## src/logic/sdp_pkg.sv

```systemverilog
package sdp_pkg;
   localparam int          SDP_AW          = 8;
   localparam int          SDP_DW          = 8;
   localparam logic [7:0]  SDP_ADDR_STACK  = 8'h81;
   localparam logic [7:0]  SDP_ADDR_PTR_LO = 8'h82;
   localparam logic [7:0]  SDP_ADDR_PTR_HI = 8'h83;
   localparam logic [7:0]  SDP_SPACE_BASE  = 8'h80;
   localparam logic [7:0]  SDP_RST_STACK   = 8'h07;
   localparam logic [7:0]  SDP_RST_PTR_LO  = 8'h07;
   localparam logic [7:0]  SDP_RST_PTR_HI  = 8'h07;
   localparam logic [7:0]  SDP_ONE         = 8'h01;
   localparam logic [7:0]  SDP_ZERO        = 8'h00;

   typedef struct packed {
      logic       rd;
      logic       wr;
      logic       bit_acc;
      logic       direct;
      logic [7:0] addr;
      logic [7:0] wdata;
   } sdp_req_s;

   typedef struct packed {
      logic       hit;
      logic [7:0] rdata;
   } sdp_rsp_s;
endpackage

```

## src/logic/sdp_regs.sv

```systemverilog
// Functional notes
// - Stack pointer at 0x81, resets to 0x07.
// - Stack pointer names last written stack byte.
// - Push pre-increments pointer, then writes byte.
// - Low pointer byte at 0x82, bits 7-0.
// - High pointer byte at 0x83, bits 15-8.
// - Combined pointer addresses indirect data memory.
// - Both pointer bytes reset to 0x07.
// - Direct 0x80-0xFF goes to special space.
// - Pointer registers accept byte accesses only.
`timescale 1ns/10ps
`default_nettype none
module sdp_regs
   import sdp_pkg::*;
(
   // Clock and reset
   input  wire logic              mclk,
   input  wire logic              reset,
   // Core register access
   input  wire sdp_pkg::sdp_req_s req,
   output var  sdp_pkg::sdp_rsp_s rsp,
   // Stack operation
   input  wire logic              push,
   input  wire logic [7:0]        push_data,
   output var  logic              stack_we,
   output var  logic [7:0]        stack_addr,
   output var  logic [7:0]        stack_wdata,
   // Pointer outputs
   output var  logic [7:0]        stack_top_pointer,
   output var  logic [15:0]       memory_pointer_16
);
   import sdp_pkg::*;

   // Direct byte write of one address; bit and indirect accesses never match.
   function automatic logic byte_wr(input sdp_req_s r, input logic [7:0] a);
      return r.wr && r.direct && !r.bit_acc && (r.addr == a);
   endfunction

   // Direct byte read of one address, decoded the same way as a write.
   function automatic logic byte_rd(input sdp_req_s r, input logic [7:0] a);
      return r.rd && r.direct && !r.bit_acc && (r.addr == a);
   endfunction

   logic [7:0] top_q, top_d;
   logic [7:0] lo_q, lo_d;
   logic [7:0] hi_q, hi_d;
   logic       swe_q, swe_d;
   logic [7:0] sad_q, sad_d;
   logic [7:0] swd_q, swd_d;
   sdp_rsp_s   rsp_q, rsp_d;
   logic       in_space;

   // Pointer registers.
   always_comb begin
      top_d = top_q;
      lo_d  = lo_q;
      hi_d  = hi_q;
      // A push outranks a same-cycle write so the stack never loses a byte it has stored.
      if (push) begin
         top_d = top_q + SDP_ONE;
      end else if (byte_wr(req, SDP_ADDR_STACK)) begin
         top_d = req.wdata;
      end
      if (byte_wr(req, SDP_ADDR_PTR_LO)) begin
         lo_d = req.wdata;
      end
      if (byte_wr(req, SDP_ADDR_PTR_HI)) begin
         hi_d = req.wdata;
      end
   end

   always_ff @(posedge mclk or posedge reset) begin
      if (reset) begin
         top_q <= SDP_RST_STACK;
         lo_q  <= SDP_RST_PTR_LO;
         hi_q  <= SDP_RST_PTR_HI;
      end else begin
         top_q <= top_d;
         lo_q  <= lo_d;
         hi_q  <= hi_d;
      end
   end

   // The stack write port is registered so memory sees address and data from one edge.
   always_comb begin
      swe_d = 1'h0;
      sad_d = sad_q;
      swd_d = swd_q;
      if (push) begin
         swe_d = 1'h1;
         sad_d = top_q + SDP_ONE;
         swd_d = push_data;
      end
   end

   always_ff @(posedge mclk or posedge reset) begin
      if (reset) begin
         swe_q <= 1'h0;
         sad_q <= SDP_ZERO;
         swd_q <= SDP_ZERO;
      end else begin
         swe_q <= swe_d;
         sad_q <= sad_d;
         swd_q <= swd_d;
      end
   end

   // Reads answer one cycle late; a read in the cycle of a write sees the old byte.
   always_comb begin
      in_space    = req.direct && (req.addr >= SDP_SPACE_BASE);
      rsp_d.hit   = 1'h0;
      rsp_d.rdata = SDP_ZERO;
      if (req.rd && in_space && !req.bit_acc) begin
         case (req.addr)
            SDP_ADDR_STACK: begin
               rsp_d.hit   = 1'h1;
               rsp_d.rdata = top_q;
            end
            SDP_ADDR_PTR_LO: begin
               rsp_d.hit   = 1'h1;
               rsp_d.rdata = lo_q;
            end
            SDP_ADDR_PTR_HI: begin
               rsp_d.hit   = 1'h1;
               rsp_d.rdata = hi_q;
            end
            default: begin
               rsp_d.hit   = 1'h0;
               rsp_d.rdata = SDP_ZERO;
            end
         endcase
      end
   end

   always_ff @(posedge mclk or posedge reset) begin
      if (reset) begin
         rsp_q <= '0;
      end else begin
         rsp_q <= rsp_d;
      end
   end

   assign rsp               = rsp_q;
   assign stack_we          = swe_q;
   assign stack_addr        = sad_q;
   assign stack_wdata       = swd_q;
   assign stack_top_pointer = top_q;
   assign memory_pointer_16 = {hi_q, lo_q};
endmodule
`default_nettype wire

```

## config.mk

```make
export PLATFORM = sky130hd
export DESIGN_NAME = sdp_regs
export DESIGN_NICKNAME = d
export VERILOG_FILES = /design/src/logic/sdp_pkg.sv /design/src/logic/sdp_regs.sv
export SDC_FILE = /design/constraint.sdc
export NUM_CORES = 1
export LEC_CHECK = 0
export ABC_AREA = 1
export BUFFER_PORTS_ARGS = -buffer_cell sky130_fd_sc_hd__buf_2
export CORE_ASPECT_RATIO = 1.25
export CORE_MARGIN = 2
export CORE_UTILIZATION = 45
export CTS_CLUSTER_SIZE = 28
export DETAILED_ROUTE_END_ITERATION = 10
export PLACE_DENSITY = 0.76
export SLEW_MARGIN = 20
export SYNTH_ARGS = -nofsm -noshare
export SYNTH_HDL_FRONTEND = slang
export SYNTH_SLANG_ARGS = --single-unit
export TNS_END_PERCENT = 100
```

## constraint.sdc

```tcl
create_clock -name mclk -period 1.2 [get_ports mclk]
set_input_delay 0.12 -clock mclk [delete_from_list [all_inputs] [get_ports mclk]]
set_output_delay 0.12 -clock mclk [all_outputs]
set_load 0.02 [all_outputs]
```

==> results of run 1 <==
critical path, cell delays in order (launching register included):
cell and delay [ns]:
dfstp_2 0.59, ha_4 0.17, nand2_4 0.06, inv_4 0.06, nand2_2 0.04, o21bai_1 0.13, nand2_1 0.09, nand2_1 0.07
nand2_1 0.04, nand2_1 0.05
sequential cells by signal (all words and copies together) (netlist names):
register / count
rsp: 9
stack_wdata: 8
hi_q: 8
lo_q: 8
stack_top_pointer: 8
stack_we: 1
stack_addr: 8
routing by layer:
layer	global-route usage (%)	wire [microns]
met1	23.8	2370
met2	36.9	2960
met3	4.94	349
met4	7.17	96
met5	0	0
what timing repair did:
item	4_1_cts	5_1_grt
resized for setup	8	9
hold buffers	4	0
setup endpoints to repair	15	17
buffers inserted	2	2
pin swaps	5	7
endpoints found under the hold margin	44	0
power by group through the flow:
stage               Combinational (uW)  Clock [uW]  Sequential, uW
floorplan                          273           0            2070
detailed placement                 756           0            1920
global placement                   745           0            1920
global route                       928        1080            1910
finish                             840         985            1890
CTS                                810        1020            1890
cells in the mapped netlist (2+ instances only):
master    number
dfstp_2        9
o21ai_0        6
nor2_4         4
dfrtp_1       41
nand3_1       27
nor2_1         7
nor2_2         3
nand2_1      121
o21bai_1       3
a21oi_1        2
buf_6          2
inv_1         32
buf_2          3
o21ai_2       16
nand3_2        4
layout make-up:
type | count | area (sq um)
well taps | 62 | 77.6
repair buffers | 109 | 692
fillers | 449 | 1870
inverters | 34 | 136
multi-input cells | 200 | 1030
clock inverters | 2 | 13.8
flip-flops and latches | 50 | 1260
clock buffers | 6 | 72.6
worst max path at each step:
| stage | end | slack (ns) | depth (start not counted) |
|---|---|---|---|
| floorplan | stack_top_pointer[6] | -0.14 | 9 |
| global placement | stack_top_pointer[6] | -0.07 | 9 |
| detailed placement | stack_top_pointer[6] | -0.13 | 9 |
| CTS | stack_top_pointer[6] | -0.14 | 9 |
| global route | stack_top_pointer[6] | -0.26 | 9 |
| finish | stack_top_pointer[6] | -0.18 | 9 |
layout by cell type (no fill, tap or decap), types with 2 or more instances in the layout:
master / instances
a21oi_1: 2
buf_12: 3
buf_2: 77
buf_4: 20
buf_6: 5
clkbuf_8: 5
dfrtp_1: 41
dfstp_2: 9
dlygate4sd3_1: 4
inv_1: 30
inv_4: 2
nand2_1: 118
nand2_2: 3
nand2_4: 2
nand3_1: 25
nand3_2: 6
nor2_1: 6
nor2_2: 3
nor2_4: 5
o21ai_0: 2
o21ai_1: 5
o21ai_2: 16
o21bai_1: 3
per-stage QoR:
step,setup TNS (ns),hold WS [ns],utilization (%)
3_3_place_gp,-0.333,0.208,59.6
3_5_place_dp,-0.842,0.206,59.6
5_1_grt,-2.33,0.00936,63.7
4_1_cts,-0.850,0.00190,62.9
2_1_floorplan,-0.678,0.151,-
6_report,-1.14,0.00876,63.7
cells by family after synthesis:
group | count (synthesis) | synth area share [%]
AOI/OAI and AO/OA | 29 | 9.23
and+or+nand+nor | 170 | 30.8
adders and majority gates | 1 | 0.516
buffers and inverters | 41 | 7.37
DFF | 50 | 52.0
==> out/qor.csv, run 1 <==
metric;value;unit
status;finished, violations left;
failing checks;setup timing;
Placement Setup Slack;-0.128;ns
Reg2Reg Depth;9;
Reg clk slew, reported paths;0.09;ns
EDFF count, synth;0;
CTS root buf;clkbuf_8;
CTS Buffer Depth;2;
Die Wd;69.7;microns
Sequential Power Share;50.9;%
P_leak;0.00185;uW
Worst-Skew Late Latency;0.31;ns
critical-path maximum fanout;4;
worst-margin pin slew;0.332;ns
Synth cell types;26;
die footprint;0.00600;sq mm
hold crit path type;in2reg;
DP Area;0.00307;sq mm
commonest register cell after synthesis;dfrtp_1;
worst hold path stage count;3;
first-pass GRT wire length;9830;microns
Die H;86.1;microns
RSZ-0062 raised after global routing;yes;
crit path from;stack_top_pointer[1];
CTS tree;done;
startpoint class of the critical path;flip-flop;
Max-cap violations;0;
area leader, netlist;dfrtp_1;
max_slew headroom;77.8;%
Critical R2R Capture;stack_top_pointer[6];
synthesis-to-layout area growth;35.3;%
Hold EP;stack_wdata[2];
DRC Markers;0;
Syn Nets;323;
WL/cell;12.5;microns
antenna-violating nets left;0;
IO buf count;80;
combinational share of power;22.6;%
largest net degree at the start of global routing;51;
IO Count;81;
Post-DP HPWL;4290;microns
Final WS setup;-0.180;ns
critical path type;reg2reg;
ratio of cells with drive above 1 in the final layout;40.4;%
setup slack, reg-to-reg;-0.18;ns
ranking of synthesized cells by area;dfrtp_1, nand2_1, dfstp_2;
total gr overflow;0;
Clk pwr share;26.5;%
Iter 0 DRT Violations;165;
Pwr Total;3720;uW
VDD IR max;808;uV
via count;2253;
ys async rst share;100;%
initial antenna violation count;0;
Vias/cell;4.87;
HP Start;push_data[2];
nets;432;
Int Power;2570;uW
n_diodes;0;
Syn Inst Count;291;
Final Max Slew Viols;0;
netlist area before placement;0.00243;sq mm
CTS Sinks;50;
Final GP Congestion;0.803;
Rows;29;
share of the synthesized area in the top cell type;42.3;%
power density over the cells;1130;mW/mm^2
Non-Filler Instances;463;
Setup Viol. Count Final;13;
sequential share of the synthesized area;52.0;%
First-pass DRT Iterations;4;
r2r startpoint;stack_top_pointer[1];
switching pwr;1150;uW
Num CTS Buffers;5;
Starting Density;47.1;%
Worst Path Arrival;1.62;ns
Worst setup EP type;flip-flop;
clock skew;0.0132;ns
final worst path period share;115;%
Switching Fraction;30.9;%
minimum clock period;1.38;ns
GRT Total Usage;20.4;%
Peak Freq;0.725;GHz
flops & latches, synth;50;
vias in the first global route;2242;
# placed instances;447;
Fin. Hold Viols;0;
H-tree lvl count;2;
Avg Cell Area, Syn;8.34;sq um
Core Region;0.00515;sq mm
Syn. warnings;0;
Final Cell Area;0.00328;sq mm
wirelength, routed;5770;microns
Worst Path Required;1.44;ns
Note: power is estimated with default switching activity, not from simulation.
==> run 2, diff against run 1 <==
--- a/config.mk
+++ b/config.mk
@@ -9,10 +9,10 @@
 export BUFFER_PORTS_ARGS = -buffer_cell sky130_fd_sc_hd__buf_2
 export CORE_ASPECT_RATIO = 1.25
 export CORE_MARGIN = 2
-export CORE_UTILIZATION = 45
+export CORE_UTILIZATION = 35
 export CTS_CLUSTER_SIZE = 28
 export DETAILED_ROUTE_END_ITERATION = 10
-export PLACE_DENSITY = 0.76
+export PLACE_DENSITY_LB_ADDON = 0.12
 export SLEW_MARGIN = 20
 export SYNTH_ARGS = -nofsm -noshare
 export SYNTH_HDL_FRONTEND = slang
==> run 2 against run 1 <==
The flow still finishes with violations (setup timing). Non-clock buffer count increased by 6. Wire length increased by 5.9%. Clock skew decreased by 0.0075 ns. Sequential power about the same.
==> out/qor.csv, run 2 (synthesized netlist as in run 1, its figures left out) <==
metric;value;unit;change
Iter 0 DRT Violations;66;;was 165
CTS Buffer Depth;2;;unchanged
Fin. Hold Viols;0;;unchanged
GRT Total Usage;16.9;%;was 20.4%
Worst Path Required;1.45;ns;was 1.44 ns
critical path type;reg2reg;;unchanged
Filler cells;668;;was 449
failing checks;setup timing;;unchanged
startpoint class of the critical path;flip-flop;;unchanged
hold crit path type;in2reg;;unchanged
critical path, cell by cell;ha_4, nand2_4, inv_4, nand2_1, o21bai_1, nand2_1, nand2_1, nand2_1, nand2_1;;was ha_4, nand2_4, inv_4, nand2_2, o21bai_1, nand2_1, nand2_1, nand2_1, nand2_1
minimum clock period;1.31;ns;was 1.38 ns
initial antenna violation count;0;;unchanged
first-pass GRT wire length;10100;microns;was 9830 microns
Final WS setup;-0.113;ns;was -0.180 ns
via count;2198;;was 2253
Crit path max-delay family;flip-flops;;unchanged
Setup Viol. Count Final;12;;was 13
wirelength, routed;6120;microns;was 5770 microns
final worst path period share;109;%;was 115%
IO buf count;80;;unchanged
antenna-violating nets left;0;;unchanged
vias in the first global route;2112;;was 2242
CTS Sinks;50;;unchanged
P_leak;0.00189;uW;was 0.00185 uW
max reg flops;9;;unchanged
CTS tree;done;;unchanged
setup TNS;-0.807;ns;was -1.14 ns
ratio of cells with drive above 1 in the final layout;40.8;%;was 40.4%
Worst setup EP type;flip-flop;;unchanged
Die Wd;78.5;microns;was 69.7 microns
Non-Filler Instances;494;;was 463
RSZ-0062 raised after global routing;yes;;unchanged
max_slew headroom;76.0;%;was 77.8%
Post-DP HPWL;4550;microns;was 4290 microns
largest net degree at the start of global routing;51;;unchanged
Worst Path Buf+Inv;1;;unchanged
Vias/cell;4.45;;was 4.87
CTS root buf;clkbuf_8;;unchanged
Worst path slowest cell;dfstp_2;;unchanged
n_diodes;0;;unchanged
commonest non-fill, non-tap cell in the layout;nand2_1;;unchanged
synthesis-to-layout area growth;40.5;%;was 35.3%
Die H;97.1;microns;was 86.1 microns
Peak Freq;0.762;GHz;was 0.725 GHz
clock skew;0.00573;ns;was 0.0132 ns
VDD IR max;822;uV;was 808 uV
# placed instances;474;;was 447
IO Count;81;;unchanged
DRC Markers;0;;unchanged
nets;438;;was 432
Rows;33;;was 29
Final Core Density;51.3;%;was 63.7%
Worst-Skew Late Latency;0.31;ns;about the same
Slowest Stage Delay on Critical Path;0.59;ns;about the same
Max-cap violations;0;;unchanged
Final Max Slew Viols;0;;unchanged
critical-path maximum fanout;4;;unchanged
First-pass DRT Iterations;4;;unchanged
commonest cells after routing, fill and taps aside;nand2_1, buf_2, dfrtp_1;;unchanged
status;finished, violations left;;unchanged
Worst Path Arrival;1.56;ns;was 1.62 ns
Core Region;0.00665;sq mm;was 0.00515 sq mm
area of the multi-input gates;0.00105;sq mm;was 0.00103 sq mm
total gr overflow;0;;unchanged
die footprint;0.00762;sq mm;was 0.00600 sq mm
sequential cell area;0.00126;sq mm;unchanged
worst-margin pin slew;0.359;ns;was 0.332 ns
power density over the cells;1160;mW/mm^2;was 1130 mW/mm^2
WL/cell;12.4;microns;was 12.5 microns
Starting Density;36.5;%;was 47.1%
Final GP Congestion;0.783;;was 0.803
Num CTS Buffers;5;;unchanged
most frequent CP cell;nand2_1;;unchanged
Reg clk slew, reported paths;0.09;ns;about the same
H-tree lvl count;2;;unchanged
[run 2: changes by cell type in the layout (fill, tap and decap cells not counted), moves of 2 or more]
cell / previous run / this run
buf_4: 20 / 25
dlygate4sd3_1: 4 / 9
buf_6: 5 / 2
nand2_1: 118 / 120
nand2_2: 3 / 1
nand3_1: 25 / 23
nand3_2: 6 / 8
o21ai_0: 2 / 4
o21ai_1: 5 / 3
[run 2: area by class of cell]
class / count / area share, %
clock inverter: 3 / 1.28
clock buffer: 5 / 2.02
inverter: 34 / 4.00
tap: 87 / 3.19
timing repair buffer: 115 / 21.7
sequential: 50 / 37.0
multi-input combinational: 200 / 30.7
[run 2: path summary, 6_finish.rpt]
path                                      start                   end  slack [ns]  depth (start not counted)
hold reg to reg                  stack_wdata[5]        stack_wdata[5]        0.47                          2
max in group asynchronous                 reset               hi_q[1]        0.49                          4
hold / removal                           req[2]               hi_q[2]        0.08                          3
setup reg to reg           stack_top_pointer[0]  stack_top_pointer[6]       -0.11                          9
setup / recovery           stack_top_pointer[0]  stack_top_pointer[6]       -0.11                          9
min in group asynchronous                 reset               hi_q[6]        0.42                          4
[run 2: timing repair]
item | CTS | global route
resized for setup | 6 | 10
hold buffers | 9 | 0
endpoints found under the hold margin | 49 | 0
pin swaps | 5 | 5
endpoints found under the setup margin | 15 | 17
setup buffers | 1 | 3
[run 2: metal layers]
layer / global-route usage, % / wire (microns) / vias up
met3: 3.81 / 308 / 8
met2: 28.8 / 3070 / 61
li1: - / - / 1140
met1: 20.7 / 2640 / 989
met5: 0 / 0 / -
met4: 6.48 / 99 / 0
[run 2: tightest hold or removal path, stage by stage]
cell,delay (ns)
buf_2,0.12
inv_1,0.08
o21ai_2,0.06
[run 2: per-stage QoR]
| step | setup WS, ns | instance area, sq um | hold slack (ns) | power [uW] |
|---|---|---|---|---|
| floorplan | -0.137 | 2450 | 0.151 | 2350 |
| global placement | -0.0887 | 3120 | 0.210 | 2690 |
| detailed placement | -0.128 | 3120 | 0.212 | 2700 |
| CTS | -0.131 | 3350 | 0.0501 | 3980 |
| global route | -0.191 | 3410 | 0.0617 | 4190 |
| finish | -0.113 | 3410 | 0.0750 | 3950 |
[run 2: report_power, final]
part           internal (uW)  switching (uW)  total (uW)
Sequential              1810            78.4        1890
Combinational            343             504         847
Clock                    626             590        1220
